$ cat src/hdl/hub_port_defines.vh
// hub port monitor constants: register map, fields, resets, timing
// definitions only; included by the monitor module
`ifndef HUB_PORT_DEFINES_VH
`define HUB_PORT_DEFINES_VH

// clock period of core_clk in ns
`define CLK_NS 50

// line_loss_interval bounds in ns
`define LINE_LOSS_MIN_NS 2000
`define LINE_LOSS_MAX_NS 2500

// detect hold after suspend or disable entry, in ms
`define HOLD_MS 4

// half period of indicator blinking, in ms
`define BLINK_MS 500

// register byte offsets
`define REG_CTRL    8'h00
`define REG_IND_SEL 8'h04
`define REG_STATUS  8'h08
`define REG_MASK    8'h0c
`define REG_LIVE    8'h10
`define REG_TRAITS  8'h14

// control fields and reset values
`define CTRL_PSW_BIT 0
`define CTRL_RST     1'h0
`define IND_SEL_RST  32'h0000_0000
`define STATUS_RST   16'h0000
`define MASK_RST     16'h0000

// status, mask and live field bases
`define ST_DISC_LSB 0
`define ST_OC_LSB   8
`define LIVE_K_LSB  8
`define LIVE_H_LSB  16

// hub_traits_field: indicator presence bit
`define TRAITS_IND_BIT 7

// per-port selector nibble
`define SEL_AUTO      2'h0
`define SEL_AMBER     2'h1
`define SEL_GREEN     2'h2
`define SEL_OFF       2'h3
`define SEL_BLINK_BIT 2

// port state codes from the port state machine
`define PS_POWERED_OFF    4'h0
`define PS_DISCONNECTED   4'h1
`define PS_DISABLED       4'h2
`define PS_RESETTING      4'h3
`define PS_TESTING        4'h4
`define PS_ENABLED        4'h5
`define PS_TRANSMIT       4'h6
`define PS_RESUME_REPEAT  4'h7
`define PS_SUSPENDED      4'h8
`define PS_RESUMING       4'h9
`define PS_END_OF_RESUME  4'ha
`define PS_RESTART_S      4'hb
`define PS_RESTART_E      4'hc

`endif

$ cat src/hdl/hub_port_monitor.v
// hub downstream ports: full/low-speed disconnect timers and indicators
// assumes line, state and hub inputs are synchronous to core_clk and a
// port state machine elsewhere that consumes the detect levels
//
// Function
// RULE1 - every port has its own timer watching its single-ended lines.
// RULE2 - the timer clears on a J/idle line or outside the watched states.
// RULE3 - entry to suspended or disabled holds the timer clear for 4 ms.
// RULE4 - the timer fires after 2.0 to 2.5 us of steady SE0 or SE1.
// RULE5 - on expiry a disconnect level goes to the port state machine.
// RULE6 - the timer also filters short K in suspended and restart states.
// RULE7 - each indicator drives separate green and amber emitters.
// RULE8 - indicator presence is reported in bit 7 of hub_traits_field.
// RULE9 - in automatic mode hardware maps port state to colour.
// RULE10 - every colour selector returns to automatic on configuration.
// RULE11 - indicators are dark while the hub is suspended or unconfigured.
// RULE12 - with power switching the automatic map follows that column.
// RULE13 - without power switching the automatic map follows that column.
// RULE14 - manual mode shows the colour software wrote, auto the state.
// RULE15 - off, amber, green and off/colour blinking carry fixed meanings.
// RULE16 - the timer counts clock cycles to a threshold inside the range.
`include "hub_port_defines.vh"

module hub_port_monitor #(
  parameter NPORTS    = 4,
  parameter HAS_LEDS  = 1,
  parameter HOLD_CYC  = `HOLD_MS * 1000000 / `CLK_NS,
  parameter BLINK_CYC = `BLINK_MS * 1000000 / `CLK_NS
) (
  // clock and reset
  input  wire              core_clk,
  input  wire              rst,
  // wishbone slave
  input  wire              wb_cyc_i,
  input  wire              wb_stb_i,
  input  wire              wb_we_i,
  input  wire [7:0]        wb_adr_i,
  input  wire [3:0]        wb_sel_i,
  input  wire [31:0]       wb_dat_i,
  output reg  [31:0]       wb_dat_o,
  output reg               wb_ack_o,
  // hub device state
  input  wire              hub_configured,
  input  wire              hub_suspended,
  // per-port inputs
  input  wire [4*NPORTS-1:0] port_state,
  input  wire [NPORTS-1:0] line_dp,
  input  wire [NPORTS-1:0] line_dm,
  input  wire [NPORTS-1:0] port_low_speed,
  input  wire [NPORTS-1:0] port_overcurrent,
  // per-port outputs
  output wire [NPORTS-1:0] disc_detect,
  output wire [NPORTS-1:0] k_persist,
  output wire [NPORTS-1:0] led_green,
  output wire [NPORTS-1:0] led_amber,
  // interrupt
  output reg               irq
);

  // min time rounds up; 40 cycles = 2.0 us, below the 2.5 us ceiling
  localparam DIS_CYC = (`LINE_LOSS_MIN_NS + `CLK_NS - 1) / `CLK_NS;
  // full-width copies so the narrow counters take a deliberate slice
  localparam [31:0] DIS_W    = DIS_CYC - 1;
  localparam [31:0] HOLD_W   = HOLD_CYC;
  localparam [31:0] BLINK_W  = BLINK_CYC - 1;
  localparam [5:0]  DIS_LIM  = DIS_W[5:0];
  localparam [23:0] HOLD_LD  = HOLD_W[23:0];
  localparam [23:0] BLINK_LD = BLINK_W[23:0];
  // limitation: a faster clock needs a wider tmr, and hold or blink
  // counts of 2**24 or more for hold, or above 2**24 for blink, would wrap in their 24-bit counters
  localparam [1:0]  CLS_J    = 2'h0;
  localparam [1:0]  CLS_SE0  = 2'h1;
  localparam [1:0]  CLS_SE1  = 2'h2;
  localparam [1:0]  CLS_K    = 2'h3;

  // single-ended line class; low speed swaps J and K polarity
  function [1:0] line_class;
    input dp;
    input dm;
    input ls;
    begin
      if (!dp && !dm)
        line_class = CLS_SE0;
      else if (dp && dm)
        line_class = CLS_SE1;
      else if (ls ? dp : dm)
        line_class = CLS_K;
      else
        line_class = CLS_J;
    end
  endfunction

  // states in which the disconnect timer may run
  function in_window;
    input [3:0] st;
    begin
      in_window = (st == `PS_ENABLED) || (st == `PS_SUSPENDED) ||
                  (st == `PS_DISABLED) || (st == `PS_RESTART_S) ||
                  (st == `PS_RESTART_E);
    end
  endfunction

  // RULE9 hardware colour map
  // RULE12 with power switching
  // RULE13 without power switching
  // automatic colour {amber, green}
  function [1:0] auto_colour;
    input [3:0] st;
    input       oc;
    input       psw;
    begin
      case (st)
        `PS_POWERED_OFF:
          auto_colour = (psw && oc) ? 2'h2 : 2'h0;
        `PS_DISCONNECTED, `PS_DISABLED, `PS_RESETTING, `PS_TESTING:
          auto_colour = (!psw && oc) ? 2'h2 : 2'h0;
        `PS_ENABLED, `PS_TRANSMIT, `PS_RESUME_REPEAT:
          auto_colour = 2'h1;
        default:
          auto_colour = 2'h0;
      endcase
    end
  endfunction

  // manual colour {amber, green}; green and amber never both lit
  function [1:0] man_colour;
    input [1:0] sel;
    begin
      case (sel)
        `SEL_AMBER: man_colour = 2'h2;
        `SEL_GREEN: man_colour = 2'h1;
        default:    man_colour = 2'h0;
      endcase
    end
  endfunction

  // byte-lane merge of a write into a register word
  function [31:0] wmerge;
    input [31:0] old;
    input [31:0] din;
    input [3:0]  sel;
    reg   [31:0] bm;
    begin
      bm = {{8{sel[3]}}, {8{sel[2]}}, {8{sel[1]}}, {8{sel[0]}}};
      wmerge = (old & ~bm) | (din & bm);
    end
  endfunction

  // bus decode
  wire        req   = wb_cyc_i && wb_stb_i && !wb_ack_o;
  wire        wr    = req && wb_we_i;
  wire [7:0]  adr   = {wb_adr_i[7:2], 2'h0};
  wire [31:0] lanes = wmerge(32'h0000_0000, wb_dat_i, wb_sel_i);

  // software state
  reg         psw;
  reg  [31:0] ind_sel;
  reg  [15:0] status;
  reg  [15:0] mask;
  reg         cfg_q;
  reg  [23:0] blink_cnt;
  reg         blink_ph;
  // mask merge keeps the lane rules; the upper half is dropped on purpose
  wire [31:0] mask_wr = wmerge({16'h0000, mask}, wb_dat_i, wb_sel_i);

  // padded per-port views for the register file
  wire [7:0] det8;
  wire [7:0] kp8;
  wire [7:0] hact8;
  wire [7:0] dev8;
  wire [7:0] oev8;
  wire       cfg_rise = hub_configured && !cfg_q;
  // boards without emitters keep both drives low
  wire       dark = !hub_configured || hub_suspended || (HAS_LEDS == 0);

  genvar g;
  generate
    for (g = 0; g < NPORTS; g = g + 1) begin : port
      wire [3:0] st    = port_state[4*g +: 4];
      wire [1:0] cls   = line_class(line_dp[g], line_dm[g], port_low_speed[g]);
      wire       is_k  = (cls == CLS_K);
      wire       filt  = (st == `PS_SUSPENDED) || (st == `PS_RESTART_S) ||
                         (st == `PS_RESTART_E);
      reg  [3:0] prev_st;
      reg [23:0] hold;
      reg  [5:0] tmr;
      reg        kind_k;
      reg        det;
      reg        kp;
      reg        oc_q;
      reg        led_g;
      reg        led_a;
      wire       entry = ((st == `PS_SUSPENDED) || (st == `PS_DISABLED)) &&
                         (st != prev_st);
      // RULE2 timer clear conditions
      wire       live  = in_window(st) && !entry && (hold == 24'h000000) &&
                         (cls != CLS_J) && (!is_k || filt);
      // RULE4 steady class for the whole interval
      wire       full  = live && (is_k == kind_k) && (tmr == DIS_LIM);
      wire [3:0] sel   = ind_sel[4*g +: 4];
      wire [1:0] base  = (sel[1:0] == `SEL_AUTO) ?
                         auto_colour(st, port_overcurrent[g], psw) :
                         man_colour(sel[1:0]);
      // RULE15 blink gates colour off
      wire [1:0] shown = (dark || (sel[`SEL_BLINK_BIT] && !blink_ph)) ?
                         2'h0 : base;

      // RULE3 hold clear after suspend or disable entry
      always @(posedge core_clk) begin
        if (rst) begin
          prev_st <= `PS_POWERED_OFF;
          hold    <= 24'h000000;
        end else begin
          prev_st <= st;
          if (entry)
            hold <= HOLD_LD;
          else if (hold != 24'h000000)
            hold <= hold - 24'h000001;
        end
      end

      // a K/SE switch restarts the count, so the first cycle after a
      // class change only reloads kind_k; worst case 41 cycles, 2.05 us
      // RULE1 per-port timer
      // RULE16 cycle count against fixed threshold
      always @(posedge core_clk) begin
        if (rst) begin
          tmr    <= 6'h00;
          kind_k <= 1'b0;
        end else begin
          kind_k <= is_k;
          if (!live || (is_k != kind_k))
            tmr <= 6'h00;
          else if (tmr != DIS_LIM)
            tmr <= tmr + 6'h01;
        end
      end

      // RULE5 disconnect level
      // RULE6 long K through the same timer
      always @(posedge core_clk) begin
        if (rst) begin
          det  <= 1'b0;
          kp   <= 1'b0;
          oc_q <= 1'b0;
        end else begin
          det  <= full && !is_k;
          kp   <= full && is_k;
          oc_q <= port_overcurrent[g];
        end
      end

      // RULE7 separate green and amber drives
      // RULE11 dark when hub suspended or unconfigured
      always @(posedge core_clk) begin
        if (rst) begin
          led_g <= 1'b0;
          led_a <= 1'b0;
        end else begin
          led_g <= shown[0];
          led_a <= shown[1];
        end
      end

      assign disc_detect[g] = det;
      assign k_persist[g]   = kp;
      assign led_green[g]   = led_g;
      assign led_amber[g]   = led_a;
      assign det8[g]        = det;
      assign kp8[g]         = kp;
      assign hact8[g]       = (hold != 24'h000000);
      assign dev8[g]        = full && !is_k && !det;
      assign oev8[g]        = port_overcurrent[g] && !oc_q;
    end
    // unused port slots read as zero
    for (g = NPORTS; g < 8; g = g + 1) begin : pad
      assign det8[g]  = 1'b0;
      assign kp8[g]   = 1'b0;
      assign hact8[g] = 1'b0;
      assign dev8[g]  = 1'b0;
      assign oev8[g]  = 1'b0;
    end
  endgenerate

  // blink enable divider; phase toggles each half period
  always @(posedge core_clk) begin
    if (rst) begin
      blink_cnt <= 24'h000000;
      blink_ph  <= 1'b0;
    end else if (blink_cnt == BLINK_LD) begin
      blink_cnt <= 24'h000000;
      blink_ph  <= !blink_ph;
    end else begin
      blink_cnt <= blink_cnt + 24'h000001;
    end
  end

  // control register: power switching steers the automatic map
  always @(posedge core_clk) begin
    if (rst)
      psw <= `CTRL_RST;
    else if (wr && (adr == `REG_CTRL) && wb_sel_i[0])
      psw <= wb_dat_i[`CTRL_PSW_BIT];
  end

  // RULE10 selectors back to automatic on configuration
  // RULE14 manual selector written by software
  // configuration wins over a same-cycle write
  always @(posedge core_clk) begin
    if (rst) begin
      ind_sel <= `IND_SEL_RST;
      cfg_q   <= 1'b0;
    end else begin
      cfg_q <= hub_configured;
      if (cfg_rise)
        ind_sel <= 32'h0000_0000;
      else if (wr && (adr == `REG_IND_SEL))
        ind_sel <= wmerge(ind_sel, wb_dat_i, wb_sel_i);
    end
  end

  // sticky events, write one to clear; a new event beats the clear
  // an over-current level still high at reset release counts once
  always @(posedge core_clk) begin
    if (rst) begin
      status <= `STATUS_RST;
      mask   <= `MASK_RST;
    end else begin
      if (wr && (adr == `REG_STATUS))
        status <= (status & ~lanes[15:0]) | {oev8, dev8};
      else
        status <= status | {oev8, dev8};
      if (wr && (adr == `REG_MASK))
        mask <= mask_wr[15:0];
    end
  end

  // level interrupt from unmasked sticky bits
  always @(posedge core_clk) begin
    if (rst)
      irq <= 1'b0;
    else
      irq <= |(status & mask);
  end

  // read mux; unmapped offsets read zero
  reg [31:0] rd_word;
  always @* begin
    rd_word = 32'h0000_0000;
    case (adr)
      `REG_CTRL:    rd_word[`CTRL_PSW_BIT] = psw;
      `REG_IND_SEL: rd_word = ind_sel;
      `REG_STATUS:  rd_word[15:0] = status;
      `REG_MASK:    rd_word[15:0] = mask;
      `REG_LIVE:    rd_word[23:0] = {hact8, kp8, det8};
      // RULE8 indicator presence bit
      `REG_TRAITS:  rd_word[`TRAITS_IND_BIT] = (HAS_LEDS != 0);
      default:      rd_word = 32'h0000_0000;
    endcase
  end

  // one-cycle ack for every access, mapped or not
  // req masks a still-held strobe, so ack never stands two cycles
  always @(posedge core_clk) begin
    if (rst) begin
      wb_ack_o <= 1'b0;
      wb_dat_o <= 32'h0000_0000;
    end else begin
      wb_ack_o <= req;
      if (req && !wb_we_i)
        wb_dat_o <= rd_word;
    end
  end

endmodule // hub_port_monitor

$ cat config.mk
export PLATFORM = sky130hd
export DESIGN_NAME = hub_port_monitor
export DESIGN_NICKNAME = d
export VERILOG_FILES = /design/src/hdl/hub_port_monitor.v
export VERILOG_INCLUDE_DIRS = /design/src /design/src/hdl
export SDC_FILE = /design/constraint.sdc
export NUM_CORES = 1
export LEC_CHECK = 0
export BUFFER_PORTS_ARGS = -buffer_cell sky130_fd_sc_hd__buf_2
export CAP_MARGIN = 20
export CORE_ASPECT_RATIO = 1.5
export CORE_UTILIZATION = 29
export CTS_BUF_LIST = sky130_fd_sc_hd__clkbuf_8
export DETAILED_ROUTE_END_ITERATION = 16
export SLEW_MARGIN = 20
export SYNTH_ARGS = -nofsm -noshare
export SYNTH_HDL_FRONTEND = slang
export SYNTH_SLANG_ARGS = --single-unit
$ cat constraint.sdc
create_clock -name core_clk -period 4.45 [get_ports core_clk]
set_input_delay 0.2225 -clock core_clk [delete_from_list [all_inputs] [get_ports core_clk]]
set_output_delay 0.2225 -clock core_clk [all_outputs]
set_load 0.1 [all_outputs]
==> results.md, run 1 <==
* Switch Pwr at about 3.3 mW
* Kind of end point of the critical path: flip-flop
* Synth area leaders: dfxtp_1, nor2_1, mux2i_1
* Worst-path clk slew at roughly 0.070 ns
* Top-Level Pins at approximately 130
* Total Routing Usage GR at approximately 15%
* Most frequent cells in the layout: dfxtp_1, nor2_1, buf_2, a21oi_1, nand2_1
* Min cycle time layout at ~2.9 ns
* Die height at around 260 um
* Routability cong. at between 0.8 and 0.9
* Nets at about 1,700
* GRT overflow at 0
* Post-synthesis cell count at approximately 1,500
* Post-synth cell types at 70
* Starting Density at about 30%
* Max-slew violations at 0
* Die outline area at ~46,000 um2
* PortBufs at 130
* Max Clock Freq at around 350 MHz
* Clock sink count at ~290
* Switch share at 37.6%
* First-pass GRT wire length at around 57,000 um
* Routed WL at ~36,000 um
* Final setup fails at 0
* Leading area contributor after synthesis: dfxtp_1
* Synth Flop Type: dfxtp_1
* Hold Fails Final Rpt at 0
* Worst rel slew slack at 33.2%
* Status: finished, final reports clean
* Skew final at about 0.02 ns
* CP required at between 4 and 5 ns
* Clock root buffer: clkbuf_8
* Worst skew pair latency at approximately 0.58 ns
* Layout cell share with drive strength beyond 1 at between 10 and 15%
* Antenna-violating nets left at 0
* Layout area overhead at 19.9%
* Cell area power density at around 570 nW/um2
* Commonest non-fill, non-tap cell in the layout: dfxtp_1
* Gate power share at a little over a third
* Seq/Total Area, Yosys at 43.9%
* Pwr Total at 8.88 mW
* Fillers at approximately 4,500
* Clock group share of total power at a little over a quarter
* Num CTS Buffers at 45
* Post-DR vias/cell at around 5.1
* DRC at 0
* EDFF count, synth at 0
* Area of the multi-input gates at about 6700 um2
* Synth warnings at 0
* CTS Buffer Depth at 3
* VDD IR max at approximately 0.25 mV
* Htree depth at 2
* Pleak at 6.01 nW
* Routed via count at approximately 11,000
* Max Cap Violations at 0
* Area of the core at 44,000 um2
* Mapped Area at about 13,000 um2
* Vias in the first global route at between 10,000 and 15,000
* Worst Path Arrival at ~3.3 ns
* Worst-path maximum fanout at 13
* Post-CTS resize count at 0
* WL per Instance at between 15 and 20 um
* Initial antenna violation count at 2
* Syn avg cell area at between 8 and 9 um2
* DR iter-0 viols at 720
* Rows at 94
* Largest net degree at the start of global routing at a little under 60
* Pint at roughly 5.5 mW
* Register area at 5710 um2
* CTS tree: built
* Total Neg Setup Slack at 0 ns
* Drt pass-1 iters at 7
* FFs w/ async S/R, synth at 0%
* Fin crit share at 64.7%
* Post-Syn Nets at between 1,500 and 2,000
* Post-synth top area share at 43.9%
* Unrepaired setup endpoints after global routing: false
* Crit Path Category: in2reg
* Chip width at 175 um
* CP Launch Type: input port
* HP Class: in2reg
* Synth Register Bits at around 290
* HPWL Detailed at ~25,000 um
* Seq pwr share at 37.8%
* Worst slew pin tran at approximately 1 ns
==> repair_timing <==
item,CTS,global route
setup buffers,0,0
endpoints found under the hold margin,91,0
hold buffers,60,0
==> layout make-up <==
class	instances	share of cell area, %
Multi-Input combinational cell	1078	43.1
Sequential cell	285	36.6
Timing Repair Buffer	199	8.49
Clock buffer	57	5.04
Tap cell	576	4.63
Clock inverter	21	1.11
Inverter	38	0.916
Antenna cell	2	0.0321
==> power groups by stage <==
stage | Sequential (mW) | Clock [mW] | Combinational, mW
floorplan | 3.32 | 0 | 2.52
CTS | 3.35 | 2.45 | 3.15
finish | 3.36 | 2.38 | 3.15
detailed placement | 3.40 | 0 | 3.09
global route | 3.42 | 2.55 | 3.55
global placement | 3.38 | 0 | 3.02
==> worst paths after layout <==
kind | startpoint | slack, ns | endpoint | depth (start not counted)
max | wb_adr_i[6] | 1.57 | flip-flop | 8
min | wb_sel_i[0] | 0.03 | psw | 4
max reg2reg | port[0].hold[0] | 1.60 | status[0] | 7
min reg2reg | blink_cnt[0] | 0.44 | blink_cnt[0] | 1
==> cells in the mapped netlist (16+ instances only) <==
library cell	n
or3_1	22
nand2_1	92
nor4_1	21
a21oi_1	99
clkbuf_1	59
dfxtp_1	285
nor3_1	63
nor2_1	198
xor2_1	59
mux2i_1	55
or4_1	22
and3_1	16
nand4_1	25
a211oi_1	21
nor2b_1	25
inv_1	37
buf_4	16
nand3_1	58
xnor2_1	59
o21ai_0	50
==> critical path, cell delays in order <==
cell	delay (ns)
dlygate4sd3_1	0.53
buf_2	0.13
nor4_1	0.71
and3_1	0.56
buf_4	0.31
nand3_1	0.45
mux2i_1	0.35
nor2_1	0.07
==> cell families after synthesis <==
logic type	Yosys count	share of synthesized area (%)
muxes	57	4.41
and+or+nand+nor	621	24.5
AOI/OAI and AO/OA	269	13.4
adders and majority gates	13	1.25
buffers and inverters	132	4.48
xor gates and xnor gates	118	7.96
DFF	285	43.9
==> metal layers <==
metal	track usage, %	vias up	part of all wire, %
li1	-	5627	-
met1	16.9	5411	41
met2	27.7	290	49
met3	3.05	85	5.4
met4	8.62	0	4.8
met5	0	-	0
==> per-stage QoR <==
stage | instances | hold slack (ns) | setup WS (ns) | area, um2 | util [%]
after floorplan | 1495 | 0.310 | 2.05 | 13000 | -
after global placement | 2116 | 0.423 | 1.51 | 14000 | 31.8
after detailed placement | 2116 | 0.432 | 1.45 | 14000 | 31.8
after CTS | 2254 | 0.00372 | 1.52 | 15600 | 35.4
after global routing | 2256 | 0.0438 | 1.21 | 15600 | 35.4
final | 2256 | 0.0338 | 1.57 | 15600 | 35.4
(Power assumes the default switching activity.)
==> run 2: changes to the inputs <==
==> constraint.sdc (replaced) <==
create_clock -name core_clk -period 2.85 [get_ports core_clk]
set_input_delay 0.1425 -clock core_clk [delete_from_list [all_inputs] [get_ports core_clk]]
set_output_delay 0.1425 -clock core_clk [all_outputs]
set_load 0.1 [all_outputs]
==> run 2 against run 1 <==
  * Design area is 1.4% higher
  * Utilization up 0.49 points
  * Wire length is 0.92% higher
  * Hold slack worse by 0.0079 ns
  * Via count increased by 1.3%
  * Critical path type is now reg2reg
  * Largest power group unchanged
  * Highest routed layer is now met5
==> results.md, run 2 (synthesis results as in run 1) <==
* Cells on worst reg2reg path at 7
* Crit Path Category: reg2reg
* Top-Level Pins at approximately 130
* Register area at approximately 5700 um2
* Die outline area at 45,600 um2
* Antenna-violating nets left at 0
* Final setup fails at 0
* CTS Buffer Depth at 3
* Hold Fails Final Rpt at 0
* Routability cong. at around 0.81
* Worst rel slew slack at between 30% and 40%
* First-pass GRT wire length at about 58,000 um
* Area of the core at approximately 44,000 um2
* HPWL Detailed at 26,000 um
* Unrepaired setup endpoints after global routing: false
* Worst Path Arrival at 2.97 ns
* Commonest non-fill, non-tap cell in the layout: dfxtp_1
* Routed WL at approximately 36,000 um
* Hold Startpoint: line_dm[3]
* Layout area overhead at 21.6%
* Largest net degree at the start of global routing at 42
* Chip width at about 170 um
* Hold EP: port[3].kind_k
* Max Cap Violations at 0
* WL per Instance at ~16 um
* Fin crit share at 86.5%
* Initial antenna violation count at 3
* Total Routing Usage GR at between 10% and 20%
* DR iter-0 viols at roughly 670
* Worst-path maximum fanout at 9
* # Post-CTS Setup Buffers at 0
* FF-to-FF End: port[0].det
* Hold_ws at 0.0259 ns
* Clock sink count at 285
* Largest delay share family, worst path: simple AND/OR/NAND/NOR gates
* Kind of end point of the critical path: flip-flop
* Hold Path Cell Cnt at 4
* Layout cell share with drive strength beyond 1 at between 15 and 20%
* Post-DR vias/cell at a little over 5
* Vias in the first global route at 11,364
* Worst-path clk slew at roughly 0.06 ns
* CP Launch Type: flip-flop
* Die height at approximately 260 um
* Min cycle time layout at roughly 2.5 ns
* Routed via count at between 10,000 and 15,000
* Max Clock Freq at 406 MHz
* CTS tree: built
* Skew final at approximately 0.026 ns
* Pwr Total at 13.9 mW
* Most frequent cells in the layout: dfxtp_1, nor2_1, buf_2, a21oi_1, nand2_1
* DRC at 0
* R2R setup slack at roughly 0.38 ns
* Rows at 94
* Fillers at ~4,600
* Area of the multi-input gates at ~6700 um2
* Worst path bufs/invs at 1
* Clock root buffer: clkbuf_8
* Drt pass-1 iters at 5
* CP peak stage delay at 0.40 ns
* Max-slew violations at 0
* Worst path slowest cell: nand4_1
* Nets at 1,779
* CP required at approximately 3.4 ns
* CP most frequent cell: nor3_1
* GRT overflow at 0
* Total Neg Setup Slack at 0 ns
* HP Class: in2reg
* Reg-to-Reg Start: port[0].hold[0]
* Num CTS Buffers at 46
* Htree depth at 2
* Pleak at roughly 6 nW
* Crit-path cells: inv_1, ha_1, nor4b_1, nand4_1, nor3_1, nand4b_1, nor3_1
* Worst skew pair latency at about 0.58 ns
* PortBufs at 130
* Starting Density at 29.5%
* VDD IR max at between 0.4 and 0.5 mV
* Worst slew pin tran at about 1.0 ns
* Cell area power density at approximately 880 nW/um2
* Status: finished, final reports clean
run 2: cell count changes in the layout (fill, tap and decap cells not counted), sizes merged:
cell and delta:
inv +3, bufinv -3, dlygate4sd3 +7, buf +28
clkbuf +1
run 2: worst max path at each step:
stage / slack, ns / cells past startpoint / to / start
after floorplan: 0.45 / 7 / wb_dat_o[30] / wb_ack_o
after global placement: 0.42 / 5 / wb_dat_o[16] / port[0].hold[7]
after detailed placement: 0.43 / 5 / wb_dat_o[16] / port[0].hold[7]
after CTS: 0.40 / 7 / port[0].kp / port[0].hold[0]
after global routing: 0.08 / 7 / port[0].det / port[0].hold[0]
final: 0.38 / 7 / port[0].det / port[0].hold[0]
run 2: final cells by class:
type / count / share of cell area, %
multi-input cells: 1078 / 42.5
repair buffers: 234 / 10.1
clock inverters: 21 / 0.674
diodes: 2 / 0.0317
clock buffers: 58 / 5.06
inverters: 38 / 0.904
flip-flops and latches: 285 / 36.1
well taps: 576 / 4.57
run 2: through the flow:
stage / worst slack [ns] / std cells / area, um2 / utilization [%]
finish: 0.385 / 2292 / 15800 / 35.9
global route: 0.0775 / 2292 / 15800 / 35.9
CTS: 0.399 / 2290 / 15800 / 35.9
detailed placement: 0.433 / 2144 / 14200 / 32.3
global placement: 0.423 / 2144 / 14200 / 32.3
floorplan: 0.450 / 1495 / 13000 / -
run 2: worst register-to-register path, cell delays in order, from the launching register on:
cell and delay [ns]:
dfxtp_1 0.32, inv_1 0.19, ha_1 0.19, nor4b_1 0.34, nand4_1 0.40, nor3_1 0.32
nand4b_1 0.36, nor3_1 0.27
run 2: power breakdown:
group / internal (mW) / switching [mW] / leakage (nW)
Clock: 1.84 / 1.65 / 0.516
Sequential: 4.62 / 0.629 / 2.32
Combinational: 2.18 / 3.00 / 3.31
run 2: metal layers:
| layer | routed length, um | GRT usage [%] |
|---|---|---|
| met1 | 14700 | 17.1 |
| met2 | 17700 | 27.6 |
| met5 | 8 | 0 |
| met4 | 1740 | 9.03 |
| met3 | 1950 | 3.38 |
run 2: timing repair:
item | CTS | global route
hold buffers | 67 | 0
endpoints found under the hold margin | 108 | 0
gates resized for setup | 0 | 0
